File: src/inc/tsf_pkg.sv
// Shared constants and types for the trace and severe fault unit.
package tsf_pkg;
  localparam logic [4:0] TSF_IPL_MAX = 5'h1F;
  localparam logic [4:0] TSF_IPL_RESET = 5'h1F;
  localparam logic [7:0] TSF_VEC_MCHK = 8'h04;
  localparam logic [7:0] TSF_VEC_KSNV = 8'h08;
  localparam logic [7:0] TSF_VEC_TRACE = 8'h28;
  localparam logic [1:0] TSF_VEC_LOW_ISTK = 2'h1;
  localparam logic [3:0] TSF_HALT_NONE = 4'h0;
  localparam logic [3:0] TSF_HALT_ISNV = 4'h1;
  localparam logic [3:0] TSF_HALT_MEMERR = 4'h2;
  localparam int TSF_MCHK_WORDS = 4;
  localparam int TSF_BYTES_PER_WORD = 4;
  localparam logic [31:0] TSF_WORD_RESET = 32'h0000_0000;

  typedef enum logic [2:0] {
    TSF_FR_NONE,
    TSF_FR_EXC,
    TSF_FR_CHM,
    TSF_FR_TRACE,
    TSF_FR_KSNV,
    TSF_FR_MCHK
  } tsf_frame_t;
endpackage

File: src/logic/tsf_halt_regs.sv
// Holding registers for program counter, status and reason at a halt.
`timescale 1ns/1ps
`default_nettype none
module tsf_halt_regs (
  input wire logic i_clk,
  input wire logic i_reset_n,
  input wire logic i_capture,
  input wire logic [31:0] i_pc,
  input wire logic [31:0] i_psl,
  input wire logic [3:0] i_reason,
  output logic [31:0] o_pc,
  output logic [31:0] o_psl,
  output logic [3:0] o_reason
);
  import tsf_pkg::*;

  // Values stay until the next halt so a debugger can read them after a boot.
  always_ff @(posedge i_clk) begin
    if (!i_reset_n) begin
      o_pc <= TSF_WORD_RESET;
      o_psl <= TSF_WORD_RESET;
      o_reason <= TSF_HALT_NONE;
    end else if (i_capture) begin
      o_pc <= i_pc;
      o_psl <= i_psl;
      o_reason <= i_reason;
    end
  end
endmodule
`default_nettype wire

File: src/logic/tsf_mchk_frame.sv
// Machine-check frame streamer: count, error report words, PC, status.
`timescale 1ns/1ps
`default_nettype none
module tsf_mchk_frame #(
  parameter int WORDS = tsf_pkg::TSF_MCHK_WORDS
) (
  input wire logic i_clk,
  input wire logic i_reset_n,
  input wire logic i_start,
  input wire logic [31:0] i_pc,
  input wire logic [31:0] i_psl,
  input wire logic [31:0] i_err_word,
  input wire logic i_ready,
  output logic o_valid,
  output logic [31:0] o_data,
  output logic o_last,
  output logic [7:0] o_err_idx
);
  import tsf_pkg::*;

  localparam logic [7:0] LAST_IDX = 8'(WORDS + 2);
  localparam logic [31:0] COUNT_BYTES = 32'(WORDS * TSF_BYTES_PER_WORD);
  logic [7:0] idx_r;
  logic [31:0] pc_r;
  logic [31:0] psl_r;
  logic [31:0] word_nxt;

  assign o_last = o_valid && (idx_r == LAST_IDX);
  assign o_err_idx = idx_r;

  always_comb begin
    if (idx_r < 8'(WORDS)) begin
      word_nxt = i_err_word;
    end else if (idx_r == 8'(WORDS)) begin
      word_nxt = pc_r;
    end else begin
      word_nxt = psl_r;
    end
  end

  always_ff @(posedge i_clk) begin
    if (!i_reset_n) begin
      o_valid <= 1'b0;
      idx_r <= 8'h00;
      o_data <= TSF_WORD_RESET;
      pc_r <= TSF_WORD_RESET;
      psl_r <= TSF_WORD_RESET;
    end else if (i_start) begin
      o_valid <= 1'b1;
      idx_r <= 8'h00;
      o_data <= COUNT_BYTES;
      pc_r <= i_pc;
      psl_r <= i_psl;
    end else if (o_valid && i_ready) begin
      if (o_last) begin
        o_valid <= 1'b0;
      end else begin
        idx_r <= idx_r + 8'h01;
        o_data <= word_nxt;
      end
    end
  end
endmodule
`default_nettype wire

File: src/logic/tsf_unit.sv
// Trace status bits, trace faults and the severe fault paths of the processor.
`timescale 1ns/1ps
`default_nettype none
// How it works
// - Interrupts and exceptions stack trace bits unchanged, then clear both.
// - Change-mode trap clears both; stacked pending equals the old enable.
// - Pending trace at return or change-mode gives a trace fault instead.
// - A trace fault preempting a return leaves the original stacked status alone.
// - Return restores enable; pending becomes stacked pending OR current enable.
// - Traced routine returning to traced program yields only one trace.
// - Enable restored by procedure return resumes tracing after the next instruction.
// - Kernel stack invalid during frame push becomes abort on interrupt stack, level 1F.
// - Kernel stack invalid during normal instruction raises memory-management fault.
// - Interrupt stack invalid or memory error during frame push halts.
// - While halted, no interrupt request is acknowledged.
// - Halt keeps program counter, status and reason in readable registers.
// - An optional watchdog boot can leave the halted state.
// - Internal errors take machine check at any level, interrupt stack, level 1F.
// - Machine-check frame: byte count, error report words, then PC and status.
// - Bus, memory and other processor errors all go through machine check.
// - State after uncertain errors is preserved on a best-effort basis.
// - Each instruction end sets pending if enable was set at its start.
// - Between instructions a pending trace fault precedes all other exceptions.
module tsf_unit #(
  parameter int MCHK_WORDS = tsf_pkg::TSF_MCHK_WORDS
) (
  input wire logic i_clk,
  input wire logic i_reset_n,
  input wire logic i_instr_start,
  input wire logic i_instr_end,
  input wire logic i_boundary,
  input wire logic i_rei,
  input wire logic i_rei_stk_t,
  input wire logic i_rei_stk_tp,
  input wire logic [4:0] i_rei_ipl,
  input wire logic i_chm,
  input wire logic i_ret,
  input wire logic i_ret_t,
  input wire logic i_exc_req,
  input wire logic i_exc_istk,
  input wire logic i_irq_req,
  input wire logic [4:0] i_irq_ipl,
  input wire logic [31:0] i_pc,
  input wire logic [31:0] i_psl,
  input wire logic i_push_done,
  input wire logic i_push_kstk_inval,
  input wire logic i_push_istk_inval,
  input wire logic i_push_mem_err,
  input wire logic i_kstk_inval_instr,
  input wire logic i_bus_err,
  input wire logic i_mem_err,
  input wire logic i_cpu_err,
  input wire logic [31:0] i_err_word,
  input wire logic i_push_ready,
  input wire logic i_wdog_en,
  input wire logic i_wdog_boot,
  output logic o_trace_en,
  output logic o_trace_pend,
  output logic o_stk_t,
  output logic o_stk_tp,
  output logic o_frame_start,
  output tsf_pkg::tsf_frame_t o_frame_kind,
  output logic [7:0] o_vec_offset,
  output logic [1:0] o_vec_low,
  output logic o_use_istk,
  output logic [4:0] o_ipl,
  output logic o_trace_fault,
  output logic o_rei_commit,
  output logic o_mm_fault,
  output logic o_irq_ack,
  output logic o_halted,
  output logic [31:0] o_halt_pc,
  output logic [31:0] o_halt_psl,
  output logic [3:0] o_halt_reason,
  output logic o_mchk_valid,
  output logic [31:0] o_mchk_data,
  output logic o_mchk_last,
  output logic [7:0] o_err_idx
);
  import tsf_pkg::*;

  typedef enum logic [1:0] {ST_RUN, ST_PUSH, ST_MCHK, ST_HALT} tsf_state_t;

  tsf_state_t st_r;
  logic t_r;
  logic tp_r;
  logic t_nxt;
  logic tp_nxt;
  logic t_start_r;
  logic mchk_pend_r;
  logic err_any;
  logic run;
  logic take_trace;
  logic take_mchk;
  logic take_rei;
  logic take_chm;
  logic take_irq;
  logic take_exc;
  logic ksnv;
  logic halt_now;
  logic [3:0] halt_reason;

  assign run = (st_r == ST_RUN);
  assign err_any = i_bus_err | i_mem_err | i_cpu_err;
  // Trace fault wins over everything else at the point between instructions.
  assign take_trace = run && tp_r && (i_boundary || i_rei || i_chm);
  assign take_mchk = run && mchk_pend_r && !take_trace;
  assign take_rei = run && i_rei && !tp_r && !take_mchk;
  assign take_chm = run && i_chm && !tp_r && !take_mchk;
  // Interrupts are only acknowledged in the running state, never once halted.
  assign take_irq = run && i_irq_req && i_boundary && !tp_r && !take_mchk
                    && !take_rei && !take_chm && (i_irq_ipl > o_ipl);
  assign take_exc = (run && i_exc_req && !take_trace && !take_mchk && !take_rei
                     && !take_chm) || take_irq;
  assign o_irq_ack = take_irq;
  assign o_trace_en = t_r;
  assign o_trace_pend = tp_r;
  assign o_halted = (st_r == ST_HALT);
  assign ksnv = (st_r == ST_PUSH) && i_push_kstk_inval && !o_use_istk;
  // A memory error aborts either stack; an invalid stack only matters on the stack in use.
  assign halt_now = ((st_r == ST_PUSH) || (st_r == ST_MCHK)) && !ksnv
                    && ((i_push_istk_inval && o_use_istk) || i_push_mem_err);
  assign halt_reason = i_push_mem_err ? TSF_HALT_MEMERR : TSF_HALT_ISNV;

  always_comb begin
    t_nxt = t_r;
    tp_nxt = tp_r;
    if (run) begin
      if (i_instr_end && t_start_r) begin
        tp_nxt = 1'b1;
      end
      if (take_trace || take_mchk || take_exc || take_chm) begin
        t_nxt = 1'b0;
        tp_nxt = 1'b0;
      end else if (take_rei) begin
        // One pending bit covers both the routine and the restored program.
        t_nxt = i_rei_stk_t;
        tp_nxt = i_rei_stk_tp | t_r;
      end else if (i_ret) begin
        t_nxt = i_ret_t;
      end
    end
  end

  always_ff @(posedge i_clk) begin
    if (!i_reset_n) begin
      t_r <= 1'b0;
      tp_r <= 1'b0;
      t_start_r <= 1'b0;
    end else begin
      t_r <= t_nxt;
      tp_r <= tp_nxt;
      if (i_instr_start) begin
        t_start_r <= t_r;
      end
    end
  end

  // Error pulses are held until taken; a new error in the take cycle is kept.
  always_ff @(posedge i_clk) begin
    if (!i_reset_n) begin
      mchk_pend_r <= 1'b0;
    end else if (err_any) begin
      mchk_pend_r <= 1'b1;
    end else if (take_mchk) begin
      mchk_pend_r <= 1'b0;
    end
  end

  always_ff @(posedge i_clk) begin
    if (!i_reset_n) begin
      st_r <= ST_RUN;
    end else begin
      case (st_r)
        ST_RUN: begin
          if (take_mchk) begin
            st_r <= ST_MCHK;
          end else if (take_trace || take_exc || take_chm) begin
            st_r <= ST_PUSH;
          end
        end
        ST_PUSH: begin
          if (halt_now) begin
            st_r <= ST_HALT;
          end else if (i_push_done && !ksnv) begin
            st_r <= ST_RUN;
          end
        end
        ST_MCHK: begin
          if (halt_now) begin
            st_r <= ST_HALT;
          end else if (o_mchk_last && i_push_ready) begin
            st_r <= ST_RUN;
          end
        end
        ST_HALT: begin
          if (i_wdog_en && i_wdog_boot) begin
            st_r <= ST_RUN;
          end
        end
        default: begin
          st_r <= ST_RUN;
        end
      endcase
    end
  end

  // Frame description handed to the sequencer that pushes the frame.
  always_ff @(posedge i_clk) begin
    if (!i_reset_n) begin
      o_stk_t <= 1'b0;
      o_stk_tp <= 1'b0;
      o_frame_start <= 1'b0;
      o_frame_kind <= TSF_FR_NONE;
      o_vec_offset <= 8'h00;
      o_vec_low <= 2'h0;
      o_use_istk <= 1'b0;
      o_trace_fault <= 1'b0;
    end else begin
      o_frame_start <= take_trace || take_mchk || take_exc || take_chm || ksnv;
      o_trace_fault <= take_trace;
      if (take_trace) begin
        o_stk_t <= t_r;
        o_stk_tp <= 1'b0;
        o_frame_kind <= TSF_FR_TRACE;
        o_vec_offset <= TSF_VEC_TRACE;
        o_vec_low <= 2'h0;
        o_use_istk <= i_exc_istk;
      end else if (take_mchk) begin
        o_stk_t <= t_r;
        o_stk_tp <= tp_r;
        o_frame_kind <= TSF_FR_MCHK;
        o_vec_offset <= TSF_VEC_MCHK;
        o_vec_low <= TSF_VEC_LOW_ISTK;
        o_use_istk <= 1'b1;
      end else if (take_chm) begin
        o_stk_t <= t_r;
        o_stk_tp <= t_r;
        o_frame_kind <= TSF_FR_CHM;
        o_vec_offset <= 8'h00;
        o_vec_low <= 2'h0;
        o_use_istk <= i_exc_istk;
      end else if (take_exc) begin
        o_stk_t <= t_r;
        o_stk_tp <= tp_r;
        o_frame_kind <= TSF_FR_EXC;
        o_vec_offset <= 8'h00;
        o_vec_low <= 2'h0;
        o_use_istk <= i_exc_istk;
      end else if (ksnv) begin
        // Only the original PC and status go on the interrupt stack; stacked bits stay.
        o_frame_kind <= TSF_FR_KSNV;
        o_vec_offset <= TSF_VEC_KSNV;
        o_vec_low <= TSF_VEC_LOW_ISTK;
        o_use_istk <= 1'b1;
      end
    end
  end

  always_ff @(posedge i_clk) begin
    if (!i_reset_n) begin
      o_ipl <= TSF_IPL_RESET;
    end else if (take_mchk || ksnv) begin
      o_ipl <= TSF_IPL_MAX;
    end else if (take_irq) begin
      o_ipl <= i_irq_ipl;
    end else if (take_rei) begin
      o_ipl <= i_rei_ipl;
    end
  end

  // A preempted return never commits its pop, so the original frame is untouched.
  always_ff @(posedge i_clk) begin
    if (!i_reset_n) begin
      o_rei_commit <= 1'b0;
      o_mm_fault <= 1'b0;
    end else begin
      o_rei_commit <= take_rei;
      o_mm_fault <= run && i_kstk_inval_instr;
    end
  end

  // The frame carries whatever state is at hand; uncertain errors are best effort.
  tsf_mchk_frame #(
    .WORDS(MCHK_WORDS)
  ) u_mchk (
    .i_clk(i_clk),
    .i_reset_n(i_reset_n),
    .i_start(take_mchk),
    .i_pc(i_pc),
    .i_psl(i_psl),
    .i_err_word(i_err_word),
    .i_ready(i_push_ready),
    .o_valid(o_mchk_valid),
    .o_data(o_mchk_data),
    .o_last(o_mchk_last),
    .o_err_idx(o_err_idx)
  );

  tsf_halt_regs u_halt (
    .i_clk(i_clk),
    .i_reset_n(i_reset_n),
    .i_capture(halt_now),
    .i_pc(i_pc),
    .i_psl(i_psl),
    .i_reason(halt_reason),
    .o_pc(o_halt_pc),
    .o_psl(o_halt_psl),
    .o_reason(o_halt_reason)
  );
endmodule
`default_nettype wire

File: config.mk
export PLATFORM = sky130hd
export DESIGN_NAME = tsf_unit
export DESIGN_NICKNAME = d
export VERILOG_FILES = /design/src/inc/tsf_pkg.sv /design/src/logic/tsf_halt_regs.sv /design/src/logic/tsf_mchk_frame.sv /design/src/logic/tsf_unit.sv
export SDC_FILE = /design/constraint.sdc
export NUM_CORES = 1
export LEC_CHECK = 0
export ABC_CLOCK_PERIOD_IN_PS = 2300
export BUFFER_PORTS_ARGS = -buffer_cell sky130_fd_sc_hd__buf_4
export CORE_MARGIN = 3
export CORE_UTILIZATION = 50
export CTS_CLUSTER_DIAMETER = 100
export DETAILED_ROUTE_END_ITERATION = 10
export PLACE_DENSITY = 0.75
export SLEW_MARGIN = 20
export SYNTH_ARGS = -nofsm -noshare
export SYNTH_HDL_FRONTEND = slang
export SYNTH_SLANG_ARGS = --single-unit
File: constraint.sdc
create_clock -name i_clk -period 2.3 [get_ports i_clk]
set_clock_uncertainty 0.2 [all_clocks]
set_input_delay 0.23 -clock i_clk [delete_from_list [all_inputs] [get_ports i_clk]]
set_output_delay 0.23 -clock i_clk [all_outputs]
set_load 0.01 [all_outputs]
# [After elaboration in Yosys (flattened, before gate mapping)]
# Cells that the tools add are included.
[classes] add_sub_neg=1 n_lt_le_gt_ge=2 eq_ne=10 muxes=53 n_bitwise=5 reduce_logical=73
[op_table] cell="$mux W32" n=2
[op_table] cell="$logic_and A1 B1 Y1" n=34
[op_table] cell="$mux W6" n=5
[op_table] cell="$mux W1" n=27
[op_table] cell="$mux W5" n=5
[op_table] cell="$mux W2" n=9
[op_table] cell="$eq A8 B3 Y1 const B" n=2
[op_table] cell="$logic_or A1 B1 Y1" n=12
[op_table] cell="$mux W3" n=4
[op_table] cell="$reduce_and A2 Y1" n=5
[op_table] cell="$reduce_bool A3 Y1" n=3
[op_table] cell="$add A8 B1 Y8 const B" n=1
[op_table] cell="$lt A8 B3 Y1 const B" n=1
[op_table] cell="$pmux W2 S4" n=1
[op_table] cell="$reduce_bool A2 Y1" n=4
[op_table] cell="$reduce_bool A4 Y1" n=2
[op_table] cell="$logic_not A1 Y1" n=7
[op_table] cell="$ne A3 B2 Y1 const B" n=2
[op_table] cell="$reduce_or A2 Y1" n=3
[op_table] cell="$gt A5 B5 Y1" n=1
[op_table] cell="$reduce_bool A5 Y1" n=1
[op_table] cell="$eq A2 B2 Y1 const B" n=2
[op_table] cell="$ne A2 B1 Y1 const B" n=2
[op_table] cell="$reduce_and A4 Y1" n=1
[op_table] cell="5 further kinds" n=8
[word_totals] regBits=198 out_inout_bits=139 word_cells=171

# [Depth between registers and ports, before layout]
[depth] depth_word=17 depth_mapped=9 ltp_nobuf=7

# [Modules after synthesis]
# Synthesis repeated with hierarchy kept, for this count alone.
[hier_totals] cells_unflattened=873 hier_area_um2=8729.6
[modules_own_cells] mod="tsf_mchk_frame" instances=1 cells_each=485 area_per_inst_um2=4675.7 seq_area_each_um2=2102.0
[modules_own_cells] mod="tsf_halt_regs" instances=1 cells_each=219 area_per_inst_um2=2587.5 seq_area_each_um2=1361.3
[modules_own_cells] mod="tsf_unit" instances=1 cells_each=169 area_per_inst_um2=1466.4 seq_area_each_um2=480.5

# [Worst setup path after synthesis]
# OpenSTA, ideal clock, no wires.
[synth_path] path_kind="reg-to-reg" from="register o_ipl[1]" to="register o_use_istk" setup_time_ns=0.116 t_arrival_ns=1.734 required_ns=1.984 path_slack_ns=0.250 path_stages_with_launch=8 n_path_buf=0 synth_period_minus_slack_ns=2.050 cell_sequence="dfxtp_1 -> inv_1 -> ha_1 -> nor2b_1 -> o21bai_1 -> a31oi_2 -> or4_1 -> o211a_1"
[synth_via] elab_chain_len=7
[synth_lines] item="start, declared" line="tsf_unit.sv:66" source="output logic [4:0] o_ipl,"
[synth_lines] item="start signal, assigned" line="tsf_unit.sv:266" source="o_ipl <= i_irq_ipl;"
[synth_lines] item="start signal, assigned" line="tsf_unit.sv:268" source="o_ipl <= i_rei_ipl;"
[synth_lines] item="$gt A5 B5 Y1 (*)" line="tsf_unit.sv:112" source="&& !take_rei && !take_chm && (i_irq_ipl > o_ipl);"
[synth_lines] item="$logic_and A1 B1 Y1 (*)" line="tsf_unit.sv:112"
[synth_lines] item="$logic_or A1 B1 Y1 (*)" line="tsf_unit.sv:114" source="&& !take_chm) || take_irq;"
[synth_lines] item="$mux W1" line="tsf_unit.sv:243" source="end else if (take_exc) begin"
[synth_lines] item="$mux W1" line="tsf_unit.sv:236" source="end else if (take_chm) begin"
[synth_lines] item="$mux W1" line="tsf_unit.sv:229" source="end else if (take_mchk) begin"
[synth_lines] item="$mux W1" line="tsf_unit.sv:222" source="if (take_trace) begin"
[synth_lines] item="end signal, assigned" line="tsf_unit.sv:228" source="o_use_istk <= i_exc_istk;"
[synth_lines] item="end signal, assigned" line="tsf_unit.sv:242" source="o_use_istk <= i_exc_istk;"
[synth_lines] item="end signal, assigned" line="tsf_unit.sv:249" source="o_use_istk <= i_exc_istk;"
[synth_lines] item="end, declared" line="tsf_unit.sv:65" source="output logic o_use_istk,"
# Mark *: on every way between the ends. The rest lies on a longest branch, timed or not.
# A chain may end at the register's enable or synchronous reset.

# [Worst setup path in the final report]
[layout_path] from="input i_chm" to="output o_irq_ack"
[layout_via] elab_chain_len=10
[layout_lines] item="start, declared" line="tsf_unit.sv:36" source="input wire logic i_chm,"
[layout_lines] item="$logic_or A1 B1 Y1" line="tsf_unit.sv:106" source="assign take_trace = run && tp_r && (i_boundary || i_rei || i_chm);"
[layout_lines] item="$logic_and A1 B1 Y1" line="tsf_unit.sv:106"
[layout_lines] item="$logic_not A1 Y1" line="tsf_unit.sv:107" source="assign take_mchk = run && mchk_pend_r && !take_trace;"
[layout_lines] item="$logic_and A1 B1 Y1" line="tsf_unit.sv:107"
[layout_lines] item="$logic_not A1 Y1" line="tsf_unit.sv:108, tsf_unit.sv:109, tsf_unit.sv:111"
[layout_lines] item="$logic_and A1 B1 Y1" line="tsf_unit.sv:108" source="assign take_rei = run && i_rei && !tp_r && !take_mchk;"
[layout_lines] item="$logic_not A1 Y1" line="tsf_unit.sv:112"
[layout_lines] item="$logic_and A1 B1 Y1" line="tsf_unit.sv:112"
[layout_lines] item="$logic_and A1 B1 Y1 (*) (2 in series)" line="tsf_unit.sv:112"
[layout_lines] item="end, declared" line="tsf_unit.sv:70" source="output logic o_irq_ack,"
# Marks and branches as above.

==> impl_metrics.csv <==
group,metric,value,unit
finish,areaGrowthSynthToFinish,49.3,%
yosys,synthesis.area,8080,um^2
yosys,ys_seq_elements,195,
sta,rsz0062_at_grt,"false",
routing,met1Wirelength,11800,um
sta,slew_viol_final,0,
floorplanning,start_util,52.2,%
cts,ctsHtreeMaxLevel,4,
placement,place_hpwl,17400,um
placement,placed_area,10300,um^2
global_routing,grt_overflow_total,0,
cts,clk_pin_slew,0.07,ns
placement,port_buffers,261,
yosys,ys_warn_count,0,
cts,clk_latency,0.43,ns
yosys,synthArstFlopShare,0,%
power,ir_worst_vdd,0.795,mV
sta,setup_ws,0.0614,ns
routing,wl_per_cell,17.0,um
critical_path,path_max_fanout,8,
cts,clk_path_buf_depth,2,
routing,routed_via_density,5.32,
floorplanning,die_area,17700,um^2
routing,postRouteWirelength,26900,um
power,powerDensity,963,nW/um^2
yosys,syn_avg_cell_area,8.01,um^2
floorplanning,die_h,133,um
floorplanning,fp-row-count,45,
cts,cts_tree,"done",
routing,ant_nets,0,
routing,vias,8399,
yosys,postSynthCellCount,1008,
global_routing,grt_first_pass_wirelength,41200,um
critical_path,end_kind,"primary output",
floorplanning,coreArea,15500,um^2
yosys,synth_cell_types,52,
yosys,synth-seq-area-share,48.3,%
floorplanning,dieWidth,133,um
sta,tightest_slew,0.602,ns
yosys,synth_top_area_share,48.3,%
routing,drtIter0Drc,623,
global_routing,grt_usage,28.8,%
finish,final_area,12100,um^2
finish,fillers,1108,
sta,relSlewSlack,59.5,%
yosys,synth-edff-count,0,
finish,instances_no_fill,1578,
critical_path,critPathRequiredTime,1.87,ns
critical_path,r2r_setup_slack,0.08,ns
sta,fmax,0.447,GHz
placement,pre_cts_ws,0.0820,ns
flow_run,drv_cap,0,
sta,fin_crit_sh,97.3,%
status,status,"completed",
yosys,synth.largest_area_cell,"dfxtp_1",
routing,drc_errors,0,
cts,cts_buffers,17,
floorplanning,ios,270,
placement,dp.cells,1434,
critical_path,worstSetupPathType,"input pin to primary output",
yosys,synth_flop_cell,"dfxtp_1",
sta,final.min_clock_period,2.24,ns
critical_path,crit_arrival,1.81,ns
placement,place_congestion,0.875,
yosys,ys_top_cells_by_area,"dfxtp_1 48%, nand2_1 15%, a21oi_1 11%, mux2i_1 4.6%, a211o_1 3.5%",
finish,layout.nets,1495,
routing,top_layer,"met4",
sta,setup_violations,0,
finish,drive_gt1_share,26.1,%
routing,met2_length,12500,um
routing,drtPass1Iterations,5,
sta,holdWs,0.0124,ns
min_path,hp-class,"input pin to flip-flop",
routing,route.met3.wl,1880,um
critical_path,start_kind,"input pin",
power,power.leakage,5.34,nW
cts,root_buffer,"clkbuf_16",
global_routing,grt_max_degree,133,
global_routing,antenna_found_initial,2,
sta,finalHoldViolCount,0,
global_routing,grt_pass1_vias,8028,
sta,finalSetupTns,0,ns
cts,clock_sinks,195,
power breakdown:
group	internal (W)	switching (W)	leakage (nW)
registers	0.00403	0.000390	1.59
logic	0.00174	0.00229	3.44
clock network	0.00184	0.00131	0.309
total	0.00762	0.00399	5.34
kinds of logic (layout without fill, tap and decap cells):
kind of cell,after synthesis,in the layout,share of synthesized area (%)
compound gates,240,240,17.7
simple gates,422,422,21.4
xor+xnor,6,6,0.651
flops,195,195,48.3
fa+ha+maj,13,13,2.01
buf+inv,94,443,5.25
mux,37,37,4.59
other cells,1,11,0.0464
placed cells by master (no fill, tap or decap), types with 11 or more instances in the layout:
master         instances
buf_4                287
clkbuf_16             17
a21oi_1              171
mux2i_1               37
ha_1                  11
dlygate4sd3_1        102
dfxtp_1              189
nor2_1                51
a211o_1               32
nand2_1              320
per-layer routing:
| metal | global-route usage (%) | up-vias |
|---|---|---|
| met3 | 6.96 | 56 |
| met4 | 9.76 | 0 |
| met2 | 46.3 | 337 |
| li1 | - | 4036 |
| met1 | 38.2 | 3970 |
| met5 | 0 | - |
per-stage QoR:
stage / util, % / power [W]
2_1_floorplan: - / 0.00654
3_3_place_gp: 66.2 / 0.00810
3_5_place_dp: 66.2 / 0.00816
4_1_cts: 77.2 / 0.0115
5_1_grt: 77.9 / 0.0122
6_report: 77.9 / 0.0116
critical path: stages:
cell and delay (ns):
dlygate4sd3_1 0.57, buf_4 0.18, and4bb_2 0.29, o211ai_1 0.12, a31oi_4 0.20, buf_6 0.13, buf_6 0.09
registers in the layout (all words and copies together) (netlist names), 2 cells and up:
signal and cells:
o_frame_kind 3, o_ipl 5, o_vec_offset 3, st_r 2, u_halt.o_pc 32, u_halt.o_psl 32, u_halt.o_reason 2, u_mchk.o_data 32
u_mchk.o_err_idx 8, u_mchk.pc_r 32, u_mchk.psl_r 32
timing repair:
item / 4_1_cts / 5_1_grt
pin swaps: 1 / 4
hold buffers: 103 / 0
setup endpoints to repair: 1 / 12
hold endpoints to repair: 170 / 0
setup buffers: 2 / 4
gates cloned: 0 / 0
gates resized for setup: 7 / 17
synthesized netlist by cell type (2+ instances only):
cell      count
o211ai_1      3
and3_1        6
o22ai_1       2
and4bb_2      2
o211a_1       2
and2_1        4
mux2i_1      37
xor2_1        5
buf_1         4
ha_1         13
o21ai_1       2
nor3b_1       2
a21oi_1     171
o31ai_1       2
nand3_1      11
nor3_1        4
buf_4        14
inv_1        13
buf_2        15
nand3b_1      2
a221o_1       5
nor2b_1       2
dfxtp_1     195
a21boi_0      2
a211o_1      32
o21ai_0       9
o21bai_1      2
clkbuf_1     48
nor2_1       52
nand2_1     323
nand4_1       3
final cells by class:
cell class                 instances  area [um^2]  area share (%)
sequential                       195         3910            32.5
multi-input combinational        726         3860            32.1
timing repair buffer             398         3320            27.6
clock buffer                      22          484            4.02
tap                              211          264            2.19
clock inverter                    10          145            1.20
inverter                          13         53.8           0.446
antenna                            3         7.51          0.0623
final timing paths:
| path | depth (start not counted) | start | end |
|---|---|---|---|
| worst min-delay path | 4 | i_err_word[2] | u_mchk.o_data[2] |
| worst min register to register | 2 | u_mchk.psl_r[15] | u_mchk.psl_r[15] |
| worst max register to register | 9 | o_ipl[1] | st_r[0] |
| worst max-delay path | 7 | i_chm | o_irq_ack |
(Power assumes the default switching activity.)
